<file path="src/tmsc_pkg.sv">
package tmsc_pkg;

    // register offsets
    localparam logic [7:0] TMSC_ADDR_STATUS   = 8'h00;
    localparam logic [7:0] TMSC_ADDR_CONFIG   = 8'h44;

    // status register fields
    localparam int         TMSC_ST_OCF_BIT    = 7;
    localparam int         TMSC_ST_TOUCH_LSB  = 0;
    localparam int         TMSC_NUM_INPUTS    = 3;

    // configuration register fields
    localparam int         TMSC_CFG_CAL_BIT   = 6;
    localparam int         TMSC_CFG_MODE_MSB  = 5;
    localparam int         TMSC_CFG_MODE_LSB  = 4;
    localparam int         TMSC_CFG_EN_MSB    = 3;
    localparam int         TMSC_CFG_EN_LSB    = 0;
    localparam logic [7:0] TMSC_CFG_WMASK     = 8'h7F;

    // field encodings
    localparam logic [1:0] TMSC_MODE_SCAN     = 2'h0;
    localparam logic [3:0] TMSC_EN_STOP       = 4'h0;
    localparam logic [3:0] TMSC_EN_ONE        = 4'h1;
    localparam logic [3:0] TMSC_EN_TWO        = 4'h2;

    // reset values
    localparam logic [7:0] TMSC_STATUS_RST    = 8'h00;
    localparam logic [7:0] TMSC_CONFIG_RST    = 8'h00;

    // serial slave address, value is arbitrary
    localparam logic [6:0] TMSC_I2C_ADDR      = 7'h2A;

    // run state of the sensing engine
    typedef enum logic [1:0] {
        TMSC_STOP,
        TMSC_SCAN,
        TMSC_AREA
    } tmsc_run_t;

    // serial slave states
    typedef enum logic [2:0] {
        TMSC_I_IDLE,
        TMSC_I_ADDR,
        TMSC_I_AACK,
        TMSC_I_WR,
        TMSC_I_WACK,
        TMSC_I_RD,
        TMSC_I_RACK
    } tmsc_i2c_t;

endpackage

</file>
<file path="src/tmsc_top.sv">
`timescale 1ns/1ps
module tmsc_top
    import tmsc_pkg::*;
(
    // clock and reset
    input  wire logic                    clk_sys,
    input  wire logic                    resetn,
    // serial bus pins
    input  wire logic                    scl_in,
    input  wire logic                    sda_in,
    output      logic                    sda_oe,
    output      logic                    sda_out,
    // shared interrupt / sense pin
    output      logic                    irq_oe,
    output      logic                    irq_out,
    output      logic                    shared_pin_is_sense,
    // overcurrent detector on the bias resistor pin
    input  wire logic                    bias_overcurrent,
    // measurement results from the front end
    input  wire logic                    meas_valid,
    input  wire logic [2:0][7:0]         meas_delta,
    input  wire logic [2:0][7:0]         touch_thr,
    input  wire logic [2:0][7:0]         release_thr,
    // front end control
    output      logic                    measure_enable,
    output      logic [2:0]              sense_enable,
    output      logic                    combine_inputs,
    output      logic                    baseline_cal_enable
);

    typedef struct packed {
        logic [1:0]  scl_s;
        logic [1:0]  sda_s;
        logic [1:0]  oc_s;
        logic        scl_p;
        logic        sda_p;
        tmsc_i2c_t   ist;
        logic [3:0]  cnt;
        logic [7:0]  sh;
        logic [7:0]  ptr;
        logic        first;
        logic        rw;
        logic        nack;
        logic        sda_drv;
        logic [7:0]  status;
        logic [7:0]  cfg;
        logic        irq;
        logic        meas_en;
        logic [2:0]  sense_en;
        logic        comb;
        logic        cal_en;
        logic        pin_sense;
    } tmsc_state_t;

    tmsc_state_t s_q;
    tmsc_state_t s_d;

    // enable field to the set of active inputs
    function automatic logic [2:0] en_inputs(input logic [3:0] en);
        case (en)
            TMSC_EN_STOP: en_inputs = 3'h0;
            TMSC_EN_ONE:  en_inputs = 3'h1;
            TMSC_EN_TWO:  en_inputs = 3'h3;
            default:      en_inputs = 3'h7;
        endcase
    endfunction

    // hysteretic touch decision for one input
    function automatic logic touch_next(input logic cur, input logic [7:0] d,
                                        input logic [7:0] thr_t, input logic [7:0] thr_r);
        if (!cur) begin
            touch_next = (d >= thr_t);
        end else begin
            touch_next = !(d < thr_r);
        end
    endfunction

    // register read decode
    function automatic logic [7:0] reg_read(input logic [7:0] a, input logic [7:0] st,
                                            input logic [7:0] cf);
        case (a)
            TMSC_ADDR_STATUS: reg_read = st;
            TMSC_ADDR_CONFIG: reg_read = cf & TMSC_CFG_WMASK;
            default:          reg_read = 8'h00;
        endcase
    endfunction

    logic       scl_rise;
    logic       scl_fall;
    logic       i2c_start;
    logic       i2c_stop;
    tmsc_run_t  run;
    logic [2:0] act;
    logic       irq_pin_mode;

    // edges and bus conditions from the synchronised pins
    assign scl_rise  = s_q.scl_s[1] && !s_q.scl_p;
    assign scl_fall  = !s_q.scl_s[1] && s_q.scl_p;
    assign i2c_start = s_q.scl_s[1] && s_q.scl_p && !s_q.sda_s[1] && s_q.sda_p;
    assign i2c_stop  = s_q.scl_s[1] && s_q.scl_p && s_q.sda_s[1] && !s_q.sda_p;

    // current run state from the configuration and the overcurrent flag
    always_comb begin
        act = en_inputs(s_q.cfg[TMSC_CFG_EN_MSB:TMSC_CFG_EN_LSB]);
        if (act == 3'h0 || s_q.status[TMSC_ST_OCF_BIT]) begin
            run = TMSC_STOP;
        end else if (s_q.cfg[TMSC_CFG_MODE_MSB:TMSC_CFG_MODE_LSB] == TMSC_MODE_SCAN) begin
            run = TMSC_SCAN;
        end else begin
            run = TMSC_AREA;
        end
        irq_pin_mode = !act[2];
    end

    // next state of everything
    always_comb begin
        logic [7:0] wbyte;
        logic       do_wr;
        logic [7:0] st_new;
        logic       clr_irq;
        wbyte   = 8'h00;
        do_wr   = 1'b0;
        clr_irq = 1'b0;
        st_new  = s_q.status;
        s_d     = s_q;

        // two-stage synchronisers and edge history
        s_d.scl_s = {s_q.scl_s[0], scl_in};
        s_d.sda_s = {s_q.sda_s[0], sda_in};
        s_d.oc_s  = {s_q.oc_s[0], bias_overcurrent};
        s_d.scl_p = s_q.scl_s[1];
        s_d.sda_p = s_q.sda_s[1];

        // serial slave
        if (i2c_start) begin
            s_d.ist   = TMSC_I_ADDR;
            s_d.cnt   = 4'h0;
            s_d.first = 1'b1;
        end else if (i2c_stop) begin
            s_d.ist = TMSC_I_IDLE;
        end else begin
            case (s_q.ist)
                TMSC_I_ADDR, TMSC_I_WR: begin
                    if (scl_rise) begin
                        s_d.sh  = {s_q.sh[6:0], s_q.sda_s[1]};
                        s_d.cnt = s_q.cnt + 4'h1;
                    end else if (scl_fall && s_q.cnt == 4'h8) begin
                        s_d.cnt = 4'h0;
                        if (s_q.ist == TMSC_I_ADDR) begin
                            if (s_q.sh[7:1] == TMSC_I2C_ADDR) begin
                                s_d.ist = TMSC_I_AACK;
                                s_d.rw  = s_q.sh[0];
                            end else begin
                                s_d.ist = TMSC_I_IDLE;
                            end
                        end else begin
                            s_d.ist = TMSC_I_WACK;
                            if (s_q.first) begin
                                s_d.ptr   = s_q.sh;
                                s_d.first = 1'b0;
                            end else begin
                                do_wr   = 1'b1;
                                wbyte   = s_q.sh;
                                s_d.ptr = s_q.ptr + 8'h01;
                            end
                        end
                    end
                end
                TMSC_I_AACK: begin
                    if (scl_fall) begin
                        if (s_q.rw) begin
                            s_d.ist = TMSC_I_RD;
                            s_d.sh  = reg_read(s_q.ptr, s_q.status, s_q.cfg);
                            s_d.ptr = s_q.ptr + 8'h01;
                            clr_irq = 1'b1;
                        end else begin
                            s_d.ist = TMSC_I_WR;
                        end
                    end
                end
                TMSC_I_WACK: begin
                    if (scl_fall) begin
                        s_d.ist = TMSC_I_WR;
                    end
                end
                TMSC_I_RD: begin
                    if (scl_rise) begin
                        s_d.cnt = s_q.cnt + 4'h1;
                    end else if (scl_fall) begin
                        if (s_q.cnt == 4'h8) begin
                            s_d.ist = TMSC_I_RACK;
                            s_d.cnt = 4'h0;
                        end else begin
                            s_d.sh = {s_q.sh[6:0], 1'b0};
                        end
                    end
                end
                TMSC_I_RACK: begin
                    if (scl_rise) begin
                        s_d.nack = s_q.sda_s[1];
                    end else if (scl_fall) begin
                        if (s_q.nack) begin
                            s_d.ist = TMSC_I_IDLE;
                        end else begin
                            s_d.ist = TMSC_I_RD;
                            s_d.sh  = reg_read(s_q.ptr, s_q.status, s_q.cfg);
                            s_d.ptr = s_q.ptr + 8'h01;
                        end
                    end
                end
                default: begin
                    s_d.ist = TMSC_I_IDLE;
                end
            endcase
        end

        // register writes
        if (do_wr && s_q.ptr == TMSC_ADDR_CONFIG) begin
            if (run == TMSC_STOP) begin
                s_d.cfg = wbyte & TMSC_CFG_WMASK;
            end else if (wbyte[TMSC_CFG_EN_MSB:TMSC_CFG_EN_LSB] == TMSC_EN_STOP) begin
                s_d.cfg[TMSC_CFG_EN_MSB:TMSC_CFG_EN_LSB] = TMSC_EN_STOP;
            end
        end
        if (do_wr && s_q.ptr == TMSC_ADDR_STATUS && wbyte[TMSC_ST_OCF_BIT]) begin
            st_new[TMSC_ST_OCF_BIT] = 1'b0;
        end

        // touch status update, only while running
        if (meas_valid && run != TMSC_STOP) begin
            for (int i = 0; i < TMSC_NUM_INPUTS; i++) begin
                if (run == TMSC_AREA && i != 0) begin
                    st_new[TMSC_ST_TOUCH_LSB + i] = 1'b0;
                end else if (act[i]) begin
                    st_new[TMSC_ST_TOUCH_LSB + i] = touch_next(s_q.status[i],
                        meas_delta[i], touch_thr[i], release_thr[i]);
                end else begin
                    st_new[TMSC_ST_TOUCH_LSB + i] = 1'b0;
                end
            end
        end

        // overcurrent wins over every clear
        if (s_q.oc_s[1]) begin
            st_new     = TMSC_STATUS_RST;
            st_new[TMSC_ST_OCF_BIT] = 1'b1;
            s_d.cfg[TMSC_CFG_EN_MSB:TMSC_CFG_EN_LSB] = TMSC_EN_STOP;
        end
        s_d.status = st_new;

        // latching interrupt, a new change beats a read clear
        if (st_new != s_q.status) begin
            s_d.irq = 1'b1;
        end else if (clr_irq) begin
            s_d.irq = 1'b0;
        end

        // front end controls and pin role
        s_d.meas_en   = (run != TMSC_STOP);
        s_d.sense_en  = (run != TMSC_STOP) ? act : 3'h0;
        s_d.comb      = (run == TMSC_AREA);
        s_d.cal_en    = (run != TMSC_STOP) && !s_q.cfg[TMSC_CFG_CAL_BIT];
        s_d.pin_sense = !irq_pin_mode;

        // serial data drive: ack slots and zero bits of read data
        s_d.sda_drv = (s_d.ist == TMSC_I_AACK) || (s_d.ist == TMSC_I_WACK) ||
                      ((s_d.ist == TMSC_I_RD) && !s_d.sh[7]);
    end

    // state register
    always_ff @(posedge clk_sys or negedge resetn) begin
        if (!resetn) begin
            s_q        <= '0;
            s_q.scl_s  <= 2'h3;
            s_q.sda_s  <= 2'h3;
            s_q.scl_p  <= 1'b1;
            s_q.sda_p  <= 1'b1;
            s_q.ist    <= TMSC_I_IDLE;
            s_q.status <= TMSC_STATUS_RST;
            s_q.cfg    <= TMSC_CONFIG_RST;
        end else begin
            s_q <= s_d;
        end
    end

    // outputs
    assign sda_oe              = s_q.sda_drv;
    assign sda_out             = 1'b0;
    assign irq_oe              = s_q.irq && !s_q.pin_sense;
    assign irq_out             = 1'b0;
    assign shared_pin_is_sense = s_q.pin_sense;
    assign measure_enable      = s_q.meas_en;
    assign sense_enable        = s_q.sense_en;
    assign combine_inputs      = s_q.comb;
    assign baseline_cal_enable = s_q.cal_en;

endmodule // tmsc_top

</file>
<file path="config.mk">
export PLATFORM = sky130hd
export DESIGN_NAME = tmsc_top
export DESIGN_NICKNAME = d
export VERILOG_FILES = /design/src/tmsc_pkg.sv /design/src/tmsc_top.sv
export SDC_FILE = /design/constraint.sdc
export NUM_CORES = 1
export LEC_CHECK = 0
export BUFFER_PORTS_ARGS = -buffer_cell sky130_fd_sc_hd__buf_4
export CAP_MARGIN = 30
export CORE_ASPECT_RATIO = 0.8
export CORE_UTILIZATION = 51
export DETAILED_ROUTE_END_ITERATION = 8
export PLACE_DENSITY = 0.78
export SLEW_MARGIN = 25
export SYNTH_ARGS = -nofsm -noshare
export SYNTH_HDL_FRONTEND = slang
export SYNTH_SLANG_ARGS = --single-unit
export TNS_END_PERCENT = 10
</file>
<file path="constraint.sdc">
create_clock -name clk_sys -period 2.3 [get_ports clk_sys]
set_input_delay 0.46 -clock clk_sys [delete_from_list [all_inputs] [get_ports clk_sys]]
set_output_delay 0.46 -clock clk_sys [all_outputs]
set_load 0.02 [all_outputs]
</file>
== After elaboration in Yosys (flattened, before gate mapping) ==
Cells that the tools add are included.

* Order comparisons: 6
* Add/sub/neg operators: 2
* Reductions and logical operators: 52
* Mux-type cells: 82
* Bitwise logic cells: 3
* Equality and inequality tests: 34

{| class="wikitable"
|+ Operator list
! cell !! count
|-
| 2-to-1 mux 16 bit || 6
|-
| 2-to-1 mux 8 bit || 12
|-
| 2-to-1 mux 3 bit || 12
|-
| case mux 8 bit (4 select lines) || 1
|-
| 2-to-1 mux 1 bit || 28
|-
| != test 2 bit (second input constant) || 14
|-
| greater-or-equal comparator 8 bit || 3
|-
| < comparator 8 bit || 3
|-
| 2-to-1 mux 4 bit || 6
|-
| case mux 8 bit (3 select lines) || 1
|-
| 2-to-1 mux 23 bit || 1
|-
| 2-to-1 mux 7 bit || 3
|-
| 2-to-1 mux 10 bit || 2
|-
| case mux 8 bit (2 select lines) || 1
|-
| == test 3 bit (second input constant) || 5
|-
| logical AND 1 bit || 15
|-
| 2-to-1 mux 15 bit || 1
|-
| case mux 3 bit (5 select lines) || 1
|-
| != test 4 bit (second input constant) || 3
|-
| AND reduction 12 bit || 1
|-
| AND reduction 11 bit || 1
|-
| logical NOT 1 bit || 10
|-
| AND reduction 5 bit || 2
|-
| nonzero test 2 bit || 5
|-
| 28 further kinds || 42
|}

* Input bits: 78
* Output and inout port bits: 11
* Flip-flop bits (word level): 58
* Word-level logic and storage cells: 202

== Logic depth before layout (Yosys ltp) ==
* Depth after elaboration: 14
* Gate-level depth with buffers: 10
* Mapped depth without buffers: 8

== Worst setup path before layout ==
OpenSTA, ideal clock, no wires.

* Kind: reg2reg
* From: register s_q (netlist bit s_d[52])
* To: register s_q[33] in the netlist's numbering
* Required time: 2179 ps
* Setup slack: 167 ps
* Arrival: 2012 ps
* Cell stages (with the launch flop): 9
* Setup time: 121 ps
* Path buffers: 1
* Clock period less this slack: 2133 ps
* Cells stage by stage: dfstp_2 -> inv_1 -> ha_1 -> and4bb_2 -> a22oi_2 -> a21boi_2 -> buf_4 -> o21ai_0 -> a22o_1

* Word-level cells in the longest chain between the ends: 5
* Elaborated cells between the ends (all ways): 17
* Classes of those cells: eq/ne (5); bitwise (2); reduce/logical (10)

{| class="wikitable"
|+ Ends and longest elaborated chain
! what !! RTL line !! source
|-
| from (decl) || tmsc_top.sv:55 || <nowiki>tmsc_state_t s_q;</nowiki>
|-
| logical NOT 1 bit or logical AND 1 bit (tied branches) || tmsc_top.sv:98, tmsc_top.sv:99, tmsc_top.sv:100 ||
|-
| logical AND 1 bit (on tied branches) || tmsc_top.sv:98, tmsc_top.sv:99, tmsc_top.sv:100 ||
|-
| logical AND 1 bit (on tied branches) || tmsc_top.sv:147, tmsc_top.sv:99, tmsc_top.sv:100 ||
|-
| != test 2 bit (no source line) or NOT 1 bit (tied branches) || n/a ||
|-
| AND reduction 11 bit (no source line) * || n/a ||
|}

Mark *: on every way between the ends. The rest lies on a longest branch, timed or not.
A chain may end at the register's enable or synchronous reset.

== Worst setup path in the final report ==
* From: register s_q[52] in the netlist's numbering
* To: register s_q[7] in the netlist's numbering

* Word-level cells in the longest chain between the ends: 13
* Elaborated cells between the ends (all ways): 30
* Classes of those cells: eq/ne (1); mux (17); reduce/logical (12)

{| class="wikitable"
|+ Ends and longest elaborated chain
! what !! RTL line !! source
|-
| logical AND 1 bit || tmsc_top.sv:98 || <nowiki>assign scl_fall = !s_q.scl_s[1] && s_q.scl_p;</nowiki>
|-
| logical AND 1 bit || tmsc_top.sv:147 || <nowiki>end else if (scl_fall && s_q.cnt == 4'h8) begin</nowiki>
|-
| 2-to-1 mux 1 bit || tmsc_top.sv:147 ||
|-
| 2-to-1 mux 1 bit || tmsc_top.sv:144 || <nowiki>if (scl_rise) begin</nowiki>
|-
| 2-to-1 mux 1 bit || tmsc_top.sv:142 || <nowiki>case (s_q.ist)</nowiki>
|-
| 2-to-1 mux 1 bit || tmsc_top.sv:139 || <nowiki>end else if (i2c_stop) begin</nowiki>
|-
| 2-to-1 mux 1 bit || tmsc_top.sv:135 || <nowiki>if (i2c_start) begin</nowiki>
|-
| logical AND 1 bit (2 in series) || tmsc_top.sv:225 || <nowiki>if (do_wr && s_q.ptr == TMSC_ADDR_STATUS && wbyte[TMSC_ST_OCF_BIT]) begin</nowiki>
|-
| 2-to-1 mux 1 bit || tmsc_top.sv:225 ||
|-
| 2-to-1 mux 8 bit || tmsc_top.sv:244 || <nowiki>if (s_q.oc_s[1]) begin</nowiki>
|-
| != test 8 bit || tmsc_top.sv:252 || <nowiki>if (st_new != s_q.status) begin</nowiki>
|-
| 2-to-1 mux 1 bit or nonzero test 2 bit (tied branches) || n/a ||
|}

Parallel ways exist; a longest one is shown, timed or not.

==> metrics <==
Avg Cell Area, Syn 8.79 um^2; Post-Place Worst Slack -20.7 ps; Worst Hold Class in2async; Post-synth EDFFs 0; fin crit share 94.0%; setup slack after layout 139 ps; run status finished, final reports clean; MaxCap Viol Count 0; WL met2 4560 um; diode count 0; layout cells sized above 1 24.5%; critical path arrival 2450 ps; Multi-input gate area 0.00262 mm^2; Clock transition at path regs 60 ps; most common cell after layout, fill and taps aside buf_4; Rows 29; Util after Layout 66.9%; Setup CP Type reg2reg; final hold vios 0; Rel. slew slack around 52%; max layer used met4; Critical-path top delay cell dfstp_2; library cells used by synthesis 65; Post-DP HPWL 8180 um; RSZ-0062 raised after global routing yes; Final Instance Area 0.00544 mm^2; drt first pass iters 4; GRT overflow 0; Area Growth Syn to Fin 24.1%; dominant synthesized flop cell dfrtp_1; # DRC 0; RD Place Congestion 0.893; Worst Path Max Fanout 12; Die Wd ~110 um; Max VDD drop 0.433 mV; # nets final 725; Final Routed Wirelength 10400 um; CTS Root Cell clkbuf_8; pwr dens 512 mW/mm^2; Vias per Instance 5.70; Core Box Area 0.00813 mm^2; Layout fillers 694; Worst Tran Pin Value a little over 700 ps; Post-synth ARST share 100%; largest net degree at the start of global routing between 50 and 60; worst hold slack 147 ps; Worst EP required 2590 ps; CTS tree done; Gate Count Post-Synth 498; PortBufs 86; clock latency on the worst-skew pair 360 ps; Yosys reg bits 58; clock sink count 58; Final Critical Period 2160 ps; antenna violations before repair 0; setup_tns 0 ps; Startpoint Class register; max incr delay on CP ~560 ps; ANT nets after route 0; WL/cell 14.7 um; wl on met1 approximately 5000 um; DR vias 4035; initial core utilization 53.9%; most frequent cells in the layout buf_4, inv_1, dfrtp_1, ha_1, a21oi_1; H-Tree Depth 3; routed wl met3 726 um; placed instance area 0.00518 mm^2; Peak Freq 463 MHz; die area 0.00896 mm^2; number of I/O pins slightly below 90; count of pins over their slew limit 0; sequential area share after synthesis roughly a third; Leak 2.72 nW; Reg area 0.00146 mm^2; first-pass GRT wire length 17600 um; gr usage total between 20% and 30%; CP Cell Sequence ha_2 > nor2b_1 > and3_1 > nand4_1 > o311a_1 > o2111a_1 > nand3_1; Post-Synthesis Cell Area ~0.0044 mm^2; Critical Path Sink Type register; Final Skew 11.2 ps; number of global-route vias before repair roughly 3800; Die Ht between 80 and 90 um; final setup vio count 0; Iter 0 DRT Violations 181; CTS buffer count 9; synth warn 0; Max Root-Sink Buffers 2
==> state kept, by name, summed over array words and instances, names as in the netlist <==
signal,flops
s_q,45
s_d,5
sense_enable,3
baseline_cal_enable,1
combine_inputs,1
measure_enable,1
sda_oe,1
shared_pin_is_sense,1
==> final timing paths <==
| path | start | end | slack, ps | cells past startpoint |
|---|---|---|---|---|
| worst max-delay path | s_q[52] | s_q[7] | 140 | 7 |
| worst min-delay path | resetn | s_q[44] | 150 | 1 |
| worst max register to register | s_q[52] | s_q[7] | 140 | 7 |
| worst min register to register | s_d[54] | s_q[54] | 360 | 0 |
| max in group asynchronous | resetn | s_q[49] | 1650 | 1 |
| min in group clk_sys | scl_in | s_d[58] | 210 | 1 |
==> final cells by class <==
class | count | area share [%]
clock inverters | 1 | 0.552
multi-input cells | 363 | 48.1
flip-flops and latches | 58 | 26.8
repair buffers | 105 | 14.6
well taps | 108 | 2.49
clock buffers | 15 | 3.43
inverters | 58 | 4.01
==> synthesized netlist by cell type (7+ instances only) <==
| library cell | count | area share (%) |
|---|---|---|
| a22oi_1 | 8 | 1.4 |
| nor2b_1 | 15 | 2.1 |
| o31ai_1 | 7 | 1.2 |
| o21ai_0 | 27 | 3.1 |
| inv_1 | 58 | 5.0 |
| and3_1 | 8 | 1.1 |
| clkbuf_1 | 7 | 0.60 |
| a21o_1 | 17 | 2.9 |
| a21oi_1 | 33 | 3.8 |
| nor2_1 | 32 | 2.7 |
| a211oi_1 | 9 | 1.5 |
| nand2_1 | 29 | 2.5 |
| buf_4 | 7 | 1.2 |
| nand2b_1 | 13 | 1.9 |
| nand3_1 | 16 | 1.8 |
| ha_1 | 52 | 15 |
| dfrtp_1 | 52 | 30 |
| a22o_1 | 11 | 2.2 |
==> worst max-delay path, delay by kind of cell (launching register included) <==
kind	cells	cell delay [ps]
compound gates	2	460
fa+ha+maj	1	310
flops	1	560
simple gates	4	760
==> cell families (layout without fill, tap and decap cells) <==
group / Yosys count / in the layout / synth area share, %
AO/OA/AOI/OAI: 139 / 139 / 21.4
XOR/XNOR: 2 / 2 / 0.400
adder cells (fa/ha/maj): 52 / 52 / 14.9
buffers and inverters: 78 / 179 / 7.43
flip-flops: 58 / 58 / 33.3
multiplexers: 6 / 6 / 1.51
other: 1 / 2 / 0.0856
AND/OR/NAND/NOR: 162 / 162 / 21.0
==> timing repair <==
item                                    CTS  global route
hold buffers                              0             0
buffers inserted                          0             2
resized for setup                         1             5
hold endpoints to repair                  0             0
endpoints found under the setup margin    1            22
pin swaps                                 0             2
==> through the flow <==
step	power, mW	instances
floorplan	1.51	499
global placement	1.76	690
detailed placement	1.78	690
CTS	2.81	706
global route	2.94	708
finish	2.78	708
==> power by group <==
group / total, mW / switching [mW] / internal (mW)
registers: 1.24 / 0.138 / 1.10
logic: 0.530 / 0.265 / 0.265
clock network: 1.02 / 0.396 / 0.620
total: 2.78 / 0.799 / 1.98
==> layer usage <==
metal	vias to the layer above	GRT usage [%]
met4	0	6.94
li1	1981	-
met5	-	0
met1	1889	35.5
met2	150	37.9
met3	15	6.30
(Power assumes the default switching activity.)
